`src/logic/jts_pkg.sv`:
```
/*
 * Package for the jog and torque status block: register map, field
 * positions, reset values and timing counts.
 * Assumes a 25 MHz system clock and a 32-bit classic Wishbone bus.
 */
package jts_pkg;

    localparam int unsigned CLK_HZ = 25000000;
    localparam int unsigned PORT_W = 8;

    // Register byte addresses.
    localparam logic [7:0] ADDR_CTRL = 8'h00;
    localparam logic [7:0] ADDR_JUDGE = 8'h04;
    localparam logic [7:0] ADDR_LOAD_REF = 8'h08;
    localparam logic [7:0] ADDR_LIMIT_REF = 8'h0c;
    localparam logic [7:0] ADDR_TORQUE = 8'h10;
    localparam logic [7:0] ADDR_STATUS = 8'h14;
    localparam logic [7:0] ADDR_JOG_CMD = 8'h18;

    // Control register fields.
    localparam int unsigned CTRL_IN_BASE_LSB = 0;
    localparam int unsigned CTRL_OUT_BASE_LSB = 4;
    localparam int unsigned CTRL_TQ_MOVE = 8;
    localparam int unsigned CTRL_PENDANT = 9;
    localparam int unsigned CTRL_PC_BUSY = 10;
    localparam int unsigned CTRL_RUNNING = 11;
    localparam int unsigned CTRL_ERROR = 12;
    localparam int unsigned CTRL_MOTOR_STOP = 13;
    localparam int unsigned CTRL_POS_KNOWN = 14;
    localparam int unsigned CTRL_JOG_DONE = 15;

    localparam logic [31:0] CTRL_RESET = 32'h0000_0000;
    localparam logic [31:0] JUDGE_RESET = 32'h0000_0014;
    localparam logic [15:0] LOAD_REF_RESET = 16'h0000;
    localparam logic [15:0] LIMIT_REF_RESET = 16'hffff;

    // Judgement time unit is 0.1 s.
    localparam int unsigned JUDGE_UNIT_MS = 100;
    localparam int unsigned JUDGE_UNIT_CYC = CLK_HZ / 1000 * JUDGE_UNIT_MS;

    // Jog input and output group offsets and widths.
    localparam int unsigned JIN_INCH = 4;
    localparam int unsigned JIN_LOW = 5;
    localparam int unsigned JIN_HIGH = 6;
    localparam int unsigned JIN_DIR = 7;
    localparam int unsigned JOUT_READY = 4;
    localparam int unsigned JIN_W = 8;
    localparam int unsigned JOUT_W = 5;

    typedef enum logic [1:0] {
        JTS_SPD_NONE,
        JTS_SPD_INCH,
        JTS_SPD_LOW,
        JTS_SPD_HIGH
    } jts_speed_t;

endpackage

```
`src/logic/jts_core.sv`:
```
/*
 * Jog handshake and torque status outputs of one axis controller, with
 * a classic Wishbone register slave.
 * Assumes all inputs are synchronous to clk_i except the discrete jog
 * port, which is resynchronised here; the motion engine reads the jog
 * command register and reports back through the control register.
 */
// Decided for this implementation: the placing of the registers and the Wishbone interface to the registers.
// Functional notes
// - Torque outputs only during torque-limited move.
// - Load output after torque above reference, timed.
// - Load output drops at once when below.
// - Limit output after torque at limit, timed.
// - Limit output drops at once when below.
// - Lock output is stop plus timed limit.
// - Jog outputs five bits from base bit.
// - Jog inputs eight bits from base bit.
// - Bits past port end are ignored.
// - Offsets decode axes, speeds and direction.
// - Request bit n selects station n.
// - Jog chosen axis with chosen class, direction.
// - Refuse requests while jog-ready is low.
// - Inching beats low speed beats high speed.
// - Only one axis jogs at once.
// - Class and direction latched at request edge.
// - Ready drops and flag rises; reverse on release.
// - Soft limits only when position known.
// - Inching uses increment at low speed.
// - Fieldbus jog bits ORed in and mirrored.
`timescale 1ns/1ns
`default_nettype none

module jts_core
(
    input wire logic clk_i,
    input wire logic rst_i,
    input wire logic [7:0] adr_i,
    input wire logic [31:0] dat_i,
    output logic [31:0] dat_o,
    input wire logic [3:0] sel_i,
    input wire logic we_i,
    input wire logic cyc_i,
    input wire logic stb_i,
    output logic ack_o,
    input wire logic [15:0] torque_i,
    input wire logic [7:0] jog_port_i,
    input wire logic [7:0] fb_jog_in_i,
    output logic [7:0] jog_port_o,
    output logic [4:0] fb_jog_out_o,
    output logic task_load_o,
    output logic task_limit_o,
    output logic task_lock_o
);

    logic [31:0] ctrl_reg;
    logic [31:0] judge_reg;
    logic [15:0] load_ref_reg;
    logic [15:0] limit_ref_reg;
    logic [7:0] sync1_reg;
    logic [7:0] sync2_reg;
    logic [7:0] jin;
    logic [7:0] jin_prev_reg;
    logic [3:0] axis_reg;
    logic jogging_reg;
    jts_pkg::jts_speed_t speed_reg;
    logic dir_reg;
    logic soft_lim_reg;
    logic [31:0] load_cnt_reg;
    logic [31:0] limit_cnt_reg;
    logic [31:0] judge_cyc;
    logic load_ok;
    logic limit_ok;
    logic tq_move;
    logic ready;
    logic [2:0] in_base;
    logic [2:0] out_base;
    logic [3:0] req_rise;
    logic [4:0] jout;
    jts_pkg::jts_speed_t speed_sel;
    logic wb_hit;

    assign tq_move = ctrl_reg[jts_pkg::CTRL_TQ_MOVE];
    assign in_base = ctrl_reg[jts_pkg::CTRL_IN_BASE_LSB +: 3];
    assign out_base = ctrl_reg[jts_pkg::CTRL_OUT_BASE_LSB +: 3];
    assign judge_cyc = 32'(judge_reg * jts_pkg::JUDGE_UNIT_CYC);
    assign wb_hit = cyc_i && stb_i && !ack_o;

    // Wishbone slave: one wait state, ack for one cycle.
    always_ff @(posedge clk_i)
    begin
        if (rst_i)
        begin
            ack_o <= 1'b0;
            dat_o <= 32'h0000_0000;
        end
        else
        begin
            ack_o <= wb_hit;
            dat_o <= 32'h0000_0000;
            if (wb_hit && !we_i)
            begin
                case (adr_i)
                    jts_pkg::ADDR_CTRL: dat_o <= ctrl_reg;
                    jts_pkg::ADDR_JUDGE: dat_o <= judge_reg;
                    jts_pkg::ADDR_LOAD_REF: dat_o <= {16'h0000, load_ref_reg};
                    jts_pkg::ADDR_LIMIT_REF:
                        dat_o <= {16'h0000, limit_ref_reg};
                    jts_pkg::ADDR_TORQUE: dat_o <= {16'h0000, torque_i};
                    jts_pkg::ADDR_STATUS:
                        dat_o <= {24'h000000, task_lock_o, task_limit_o,
                            task_load_o, ready, axis_reg};
                    jts_pkg::ADDR_JOG_CMD:
                        dat_o <= {24'h000000, soft_lim_reg, dir_reg,
                            speed_reg, axis_reg};
                    default: dat_o <= 32'h0000_0000;
                endcase
            end
        end
    end

    // Configuration writes with byte enables.
    always_ff @(posedge clk_i)
    begin
        if (rst_i)
        begin
            ctrl_reg <= jts_pkg::CTRL_RESET;
            judge_reg <= jts_pkg::JUDGE_RESET;
            load_ref_reg <= jts_pkg::LOAD_REF_RESET;
            limit_ref_reg <= jts_pkg::LIMIT_REF_RESET;
        end
        else if (wb_hit && we_i)
        begin
            for (int b = 0; b < 4; b++)
            begin
                if (sel_i[b])
                begin
                    if (adr_i == jts_pkg::ADDR_CTRL)
                        ctrl_reg[8*b +: 8] <= dat_i[8*b +: 8];
                    if (adr_i == jts_pkg::ADDR_JUDGE)
                        judge_reg[8*b +: 8] <= dat_i[8*b +: 8];
                    if (adr_i == jts_pkg::ADDR_LOAD_REF && b < 2)
                        load_ref_reg[8*b +: 8] <= dat_i[8*b +: 8];
                    if (adr_i == jts_pkg::ADDR_LIMIT_REF && b < 2)
                        limit_ref_reg[8*b +: 8] <= dat_i[8*b +: 8];
                end
            end
        end
    end

    // Two-stage synchroniser on the discrete jog port.
    always_ff @(posedge clk_i)
    begin
        if (rst_i)
        begin
            sync1_reg <= 8'h00;
            sync2_reg <= 8'h00;
        end
        else
        begin
            sync1_reg <= jog_port_i;
            sync2_reg <= sync1_reg;
        end
    end

    // Extract the input group; bits past the port end take the fieldbus bit alone.
    genvar gi;
    generate
        for (gi = 0; gi < 8; gi++)
        begin : g_jin
            assign jin[gi] = ((32'(in_base) + gi) < jts_pkg::PORT_W) ?
                (sync2_reg[3'(32'(in_base) + gi)] | fb_jog_in_i[gi]) :
                fb_jog_in_i[gi];
        end
    endgenerate

    // Ready is low while pendant, PC tool, running or error is active.
    assign ready = !jogging_reg && !ctrl_reg[jts_pkg::CTRL_PENDANT] &&
        !ctrl_reg[jts_pkg::CTRL_PC_BUSY] &&
        !ctrl_reg[jts_pkg::CTRL_RUNNING] &&
        !ctrl_reg[jts_pkg::CTRL_ERROR];

    assign req_rise = jin[3:0] & ~jin_prev_reg[3:0];

    always_comb
    begin
        if (jin[jts_pkg::JIN_INCH])
            speed_sel = jts_pkg::JTS_SPD_INCH;
        else if (jin[jts_pkg::JIN_LOW])
            speed_sel = jts_pkg::JTS_SPD_LOW;
        else if (jin[jts_pkg::JIN_HIGH])
            speed_sel = jts_pkg::JTS_SPD_HIGH;
        else
            speed_sel = jts_pkg::JTS_SPD_NONE;
    end

    // Jog handshake: accept one single-axis request edge when ready.
    always_ff @(posedge clk_i)
    begin
        if (rst_i)
        begin
            jin_prev_reg <= 8'h00;
            jogging_reg <= 1'b0;
            axis_reg <= 4'h0;
            speed_reg <= jts_pkg::JTS_SPD_NONE;
            dir_reg <= 1'b0;
            soft_lim_reg <= 1'b0;
        end
        else
        begin
            jin_prev_reg <= jin;
            if (jogging_reg)
            begin
                if (((jin[3:0] & axis_reg) == 4'h0) ||
                    ctrl_reg[jts_pkg::CTRL_JOG_DONE])
                begin
                    jogging_reg <= 1'b0;
                    axis_reg <= 4'h0;
                end
            end
            else if (ready && $onehot(req_rise) &&
                (jin[3:0] == req_rise) &&
                speed_sel != jts_pkg::JTS_SPD_NONE)
            begin
                jogging_reg <= 1'b1;
                axis_reg <= req_rise;
                speed_reg <= speed_sel;
                dir_reg <= jin[jts_pkg::JIN_DIR];
                soft_lim_reg <= ctrl_reg[jts_pkg::CTRL_POS_KNOWN];
            end
        end
    end

    assign jout = {ready, axis_reg};

    // Place the output group at its base bit, dropping overflow bits.
    always_ff @(posedge clk_i)
    begin
        if (rst_i)
        begin
            jog_port_o <= 8'h00;
            fb_jog_out_o <= 5'h00;
        end
        else
        begin
            fb_jog_out_o <= jout;
            for (int p = 0; p < 8; p++)
            begin
                if (p >= 32'(out_base) && p < 32'(out_base) + 5)
                    jog_port_o[p] <= jout[3'(p - 32'(out_base))];
                else
                    jog_port_o[p] <= 1'b0;
            end
        end
    end

    assign load_ok = tq_move && (torque_i > load_ref_reg);
    assign limit_ok = tq_move && (torque_i >= limit_ref_reg);

    // Judgement timers and torque status outputs.
    always_ff @(posedge clk_i)
    begin
        if (rst_i)
        begin
            load_cnt_reg <= 32'h0000_0000;
            limit_cnt_reg <= 32'h0000_0000;
            task_load_o <= 1'b0;
            task_limit_o <= 1'b0;
            task_lock_o <= 1'b0;
        end
        else
        begin
            load_cnt_reg <= !load_ok ? 32'h0000_0000 :
                (load_cnt_reg > judge_cyc ? load_cnt_reg :
                load_cnt_reg + 32'h0000_0001);
            limit_cnt_reg <= !limit_ok ? 32'h0000_0000 :
                (limit_cnt_reg > judge_cyc ? limit_cnt_reg :
                limit_cnt_reg + 32'h0000_0001);
            task_load_o <= load_ok && load_cnt_reg >= judge_cyc;
            task_limit_o <= limit_ok && limit_cnt_reg >= judge_cyc;
            task_lock_o <= limit_ok && limit_cnt_reg >= judge_cyc &&
                ctrl_reg[jts_pkg::CTRL_MOTOR_STOP];
        end
    end

endmodule

`default_nettype wire

```
`config.mk`:
```
export PLATFORM = sky130hd
export DESIGN_NAME = jts_core
export DESIGN_NICKNAME = d
export VERILOG_FILES = /design/src/logic/jts_pkg.sv /design/src/logic/jts_core.sv
export SDC_FILE = /design/constraint.sdc
export NUM_CORES = 1
export LEC_CHECK = 0
export BUFFER_PORTS_ARGS = -buffer_cell sky130_fd_sc_hd__buf_2
export CAP_MARGIN = 20
export CORE_AREA = 2 2 268 270
export CTS_CLUSTER_SIZE = 16
export DETAILED_ROUTE_END_ITERATION = 12
export DIE_AREA = 0 0 270 272
export SLEW_MARGIN = 20
export SYNTH_ARGS = -nofsm -noshare
export SYNTH_HDL_FRONTEND = slang
export SYNTH_SLANG_ARGS = --single-unit
```
`constraint.sdc`:
```
create_clock -name clk_i -period 9.43 [get_ports clk_i]
set_input_delay 0.943 -clock clk_i [delete_from_list [all_inputs] [get_ports clk_i]]
set_output_delay 0.943 -clock clk_i [all_outputs]
set_load 0.02 [all_outputs]
```
==> flow_summary.toml <==
[outcome]
outcome = "complete, no violations"

[timing]
fin_crit_ns = 8.50
finalSetupTns_ns = 0
finalCritPeriodShare = 0.901
fin_skew_ns = 0.0122
rsz0062_at_grt = "no"
max_slew_margin = 0.284
worst-slew-pin-transition_ns = 1.07
fmax_mhz = 118
finalSetupViolations = 0
slew_viol_final = 0
hold_violations = 0

[critical_path]
required_ns = 9.92
startpoint_type = "register"
r2r-start = "judge_reg[8]$_SDFFE_PP0P_"
r2r_cells = 31
timing.critical_path.mode_cell = "ha_1"
r2r_setup_slack_ns = 0.93
cp-end-kind = "register"
cp_data_arrival_time_ns = 8.99
criticalPathCategory = "register to register"
cp_slowest_cell = "a2111o_1"
cp_slowest_stage_delay_ns = 0.68
rr_endpoint = "limit_cnt_reg[27]$_SDFFE_PP0P_"
critPathMaxFanout = 24

[global_routing]
grt_overflow = 0
grt_use_total = 0.123
grt_pass1_vias = 13100
grt_max_degree = 84
grt_first_pass_wirelength_um = 73000
antenna_found_initial = 2

[power]
p_comb_frac = 0.049
netSwitchingFraction = 0.227
leakage_nw = 8.83
p_per_area_nw_per_um2 = 117
p_sw_mw = 0.542
power.internal_mw = 1.85
p_total_mw = 2.39
seq_power_share = 0.429
peakVddDrop_v = 0.000118
clockPowerShare = 0.522

[die]
io_pins = 130
die_area_um2 = 73400
initial_utilization = 0.248
coreArea_um2 = 70800
num_rows = 98
die_w_um = 270
die_h_um = 272

[min_path]
min-delay-start = "sync1_reg[0]$_SDFF_PP0_"
hold_class = "register to register"
hold_path_end = "sync2_reg[0]$_SDFF_PP0_"
holdPathStages = 1

[finish]
multi_input_area_um2 = 11500
mostFrequentLayoutCells = "inv_1, ha_1, dfxtp_1, nor2_1, buf_2"
nets = 2463
mostFrequentLayoutCell = "inv_1"
n_fill_cell = 7552
diodes = 0
area_growth_pct = 16.0
drive_gt1_frac = 0.115
seq_area_um2 = 4760

[drt]
dr.pass1.iters = 5
drc = 0
vias = 13700
drtIter0Drc = 770
wl_um = 45600
via_per_inst = 4.55
wl_per_cell_um = 15.1
ant_nets = 0

[placed_design]
io_buffers = 129
gp_congestion = 0.901
hpwlAfterDp_um = 35900

[cts]
h-tree-depth = 1
cts.reportedPaths.clkPinSlew_ns = 0.06
hold_buffers = 0
clockBufferDepth = 3
cts_resized = 0
clock_latency_ns = 0.57
cts_buffers = 29
root_buffer = "clkbuf_16"
cts.sinks = 238
postCtsSetupBuffers = 0
cts_tree = "done"

[synth]
ys.warnings.count = 0
synth_area_per_cell_um2 = 9.10
synth.area.top_cells = "dfxtp_1, ha_1, fa_1, mux2i_1, inv_1"
seq_area_frac_synth = 0.272
synth_cells = 1927
synth_top_area_frac = 0.272
ys_types = 71
async_flop_share = 0
yosys_most_used_dff = "dfxtp_1"
yosys.area.top_type = "dfxtp_1"
syn_area_um2 = 17500
synth_edf_count = 0
synth_seq_cells = 238
syn_nets = 2348

[flow_run]
maxCapViolCount = 0
[per-layer routing]
metal  GRT usage  part of all wire  vias to the layer above
met5           0           0.00059                        -
met4      0.0335             0.023                        4
met3      0.0205             0.046                       60
met2       0.194              0.46                      263
met1       0.172              0.48                     6560
li1            -                 -                     6813
[critical path: cells and delay by family, from the launching register on]
family / cells / cell delay (ns)
compound gates: 10 / 2.33
xor+xnor: 1 / 0.25
fa+ha+maj: 8 / 2.86
buf+inv: 5 / 0.39
flops: 1 / 0.54
simple gates: 7 / 2.05
[synth_stat cells (30+ instances only)]
cell and instances:
nor2_1 204, inv_1 282, nand2_1 73, nor2b_1 30, clkbuf_1 50, dfxtp_1 238
nand4_1 31, nand3_1 42, a21oi_1 100, xnor2_1 45, xor2_1 34, mux2i_1 112
fa_1 91, ha_1 249, o21ai_0 47
[power groups by stage]
stage                     clock [mW]  combinational, mW  sequential, mW
after global placement             0              0.118            1.05
final                           1.25              0.118            1.02
after CTS                       1.27              0.118            1.02
after floorplan                    0             0.0646            1.05
after detailed placement           0              0.118            1.05
after global routing            1.31              0.131            1.03
[cell type report]
type                            count  share of cell area
Clock buffer                       39              0.0410
Timing Repair Buffer              141              0.0363
Tap cell                          950              0.0584
Inverter                          283              0.0522
Multi-Input combinational cell   1349               0.566
Sequential cell                   238               0.234
Clock inverter                     14              0.0115
[metrics by stage]
step / setup WS, ns / utilization / hold WS [ns] / instances / area (µm²)
after floorplan: 1.97 / - / 0.414 / 1927 / 17500
after global placement: 1.19 / 0.272 / 0.422 / 2961 / 19300
after detailed placement: 1.01 / 0.272 / 0.420 / 2961 / 19300
after CTS: 0.935 / 0.287 / 0.434 / 3014 / 20300
after global routing: 0.267 / 0.287 / 0.453 / 3014 / 20300
final: 0.929 / 0.287 / 0.434 / 3014 / 20300
[cells by family after synthesis]
kind of cell / count (synthesis) / synth area share
xor+xnor: 79 / 0.0395
buf+inv: 340 / 0.0734
compound gates: 307 / 0.114
flops: 238 / 0.272
simple gates: 490 / 0.134
mux: 132 / 0.0845
fa+ha+maj: 341 / 0.282
[how the worst max path moves through the flow]
| stage | start | end | slack, ns | cells past startpoint |
|---|---|---|---|---|
| after floorplan | judge_reg[13]$_SDFFE_PP0P_ | limit_cnt_reg[31]$_SDFFE_PP0P_ | 1.97 | 32 |
| after global routing | judge_reg[8]$_SDFFE_PP0P_ | limit_cnt_reg[27]$_SDFFE_PP0P_ | 0.27 | 31 |
| final | judge_reg[8]$_SDFFE_PP0P_ | limit_cnt_reg[27]$_SDFFE_PP0P_ | 0.93 | 31 |
| after global placement | judge_reg[0]$_SDFFE_PP0P_ | limit_cnt_reg[27]$_SDFFE_PP0P_ | 1.19 | 31 |
| after CTS | judge_reg[0]$_SDFFE_PP0P_ | limit_cnt_reg[27]$_SDFFE_PP0P_ | 0.94 | 31 |
| after detailed placement | judge_reg[0]$_SDFFE_PP0P_ | limit_cnt_reg[29]$_SDFFE_PP0P_ | 1.01 | 31 |
Power figures use the tool's default switching activity.
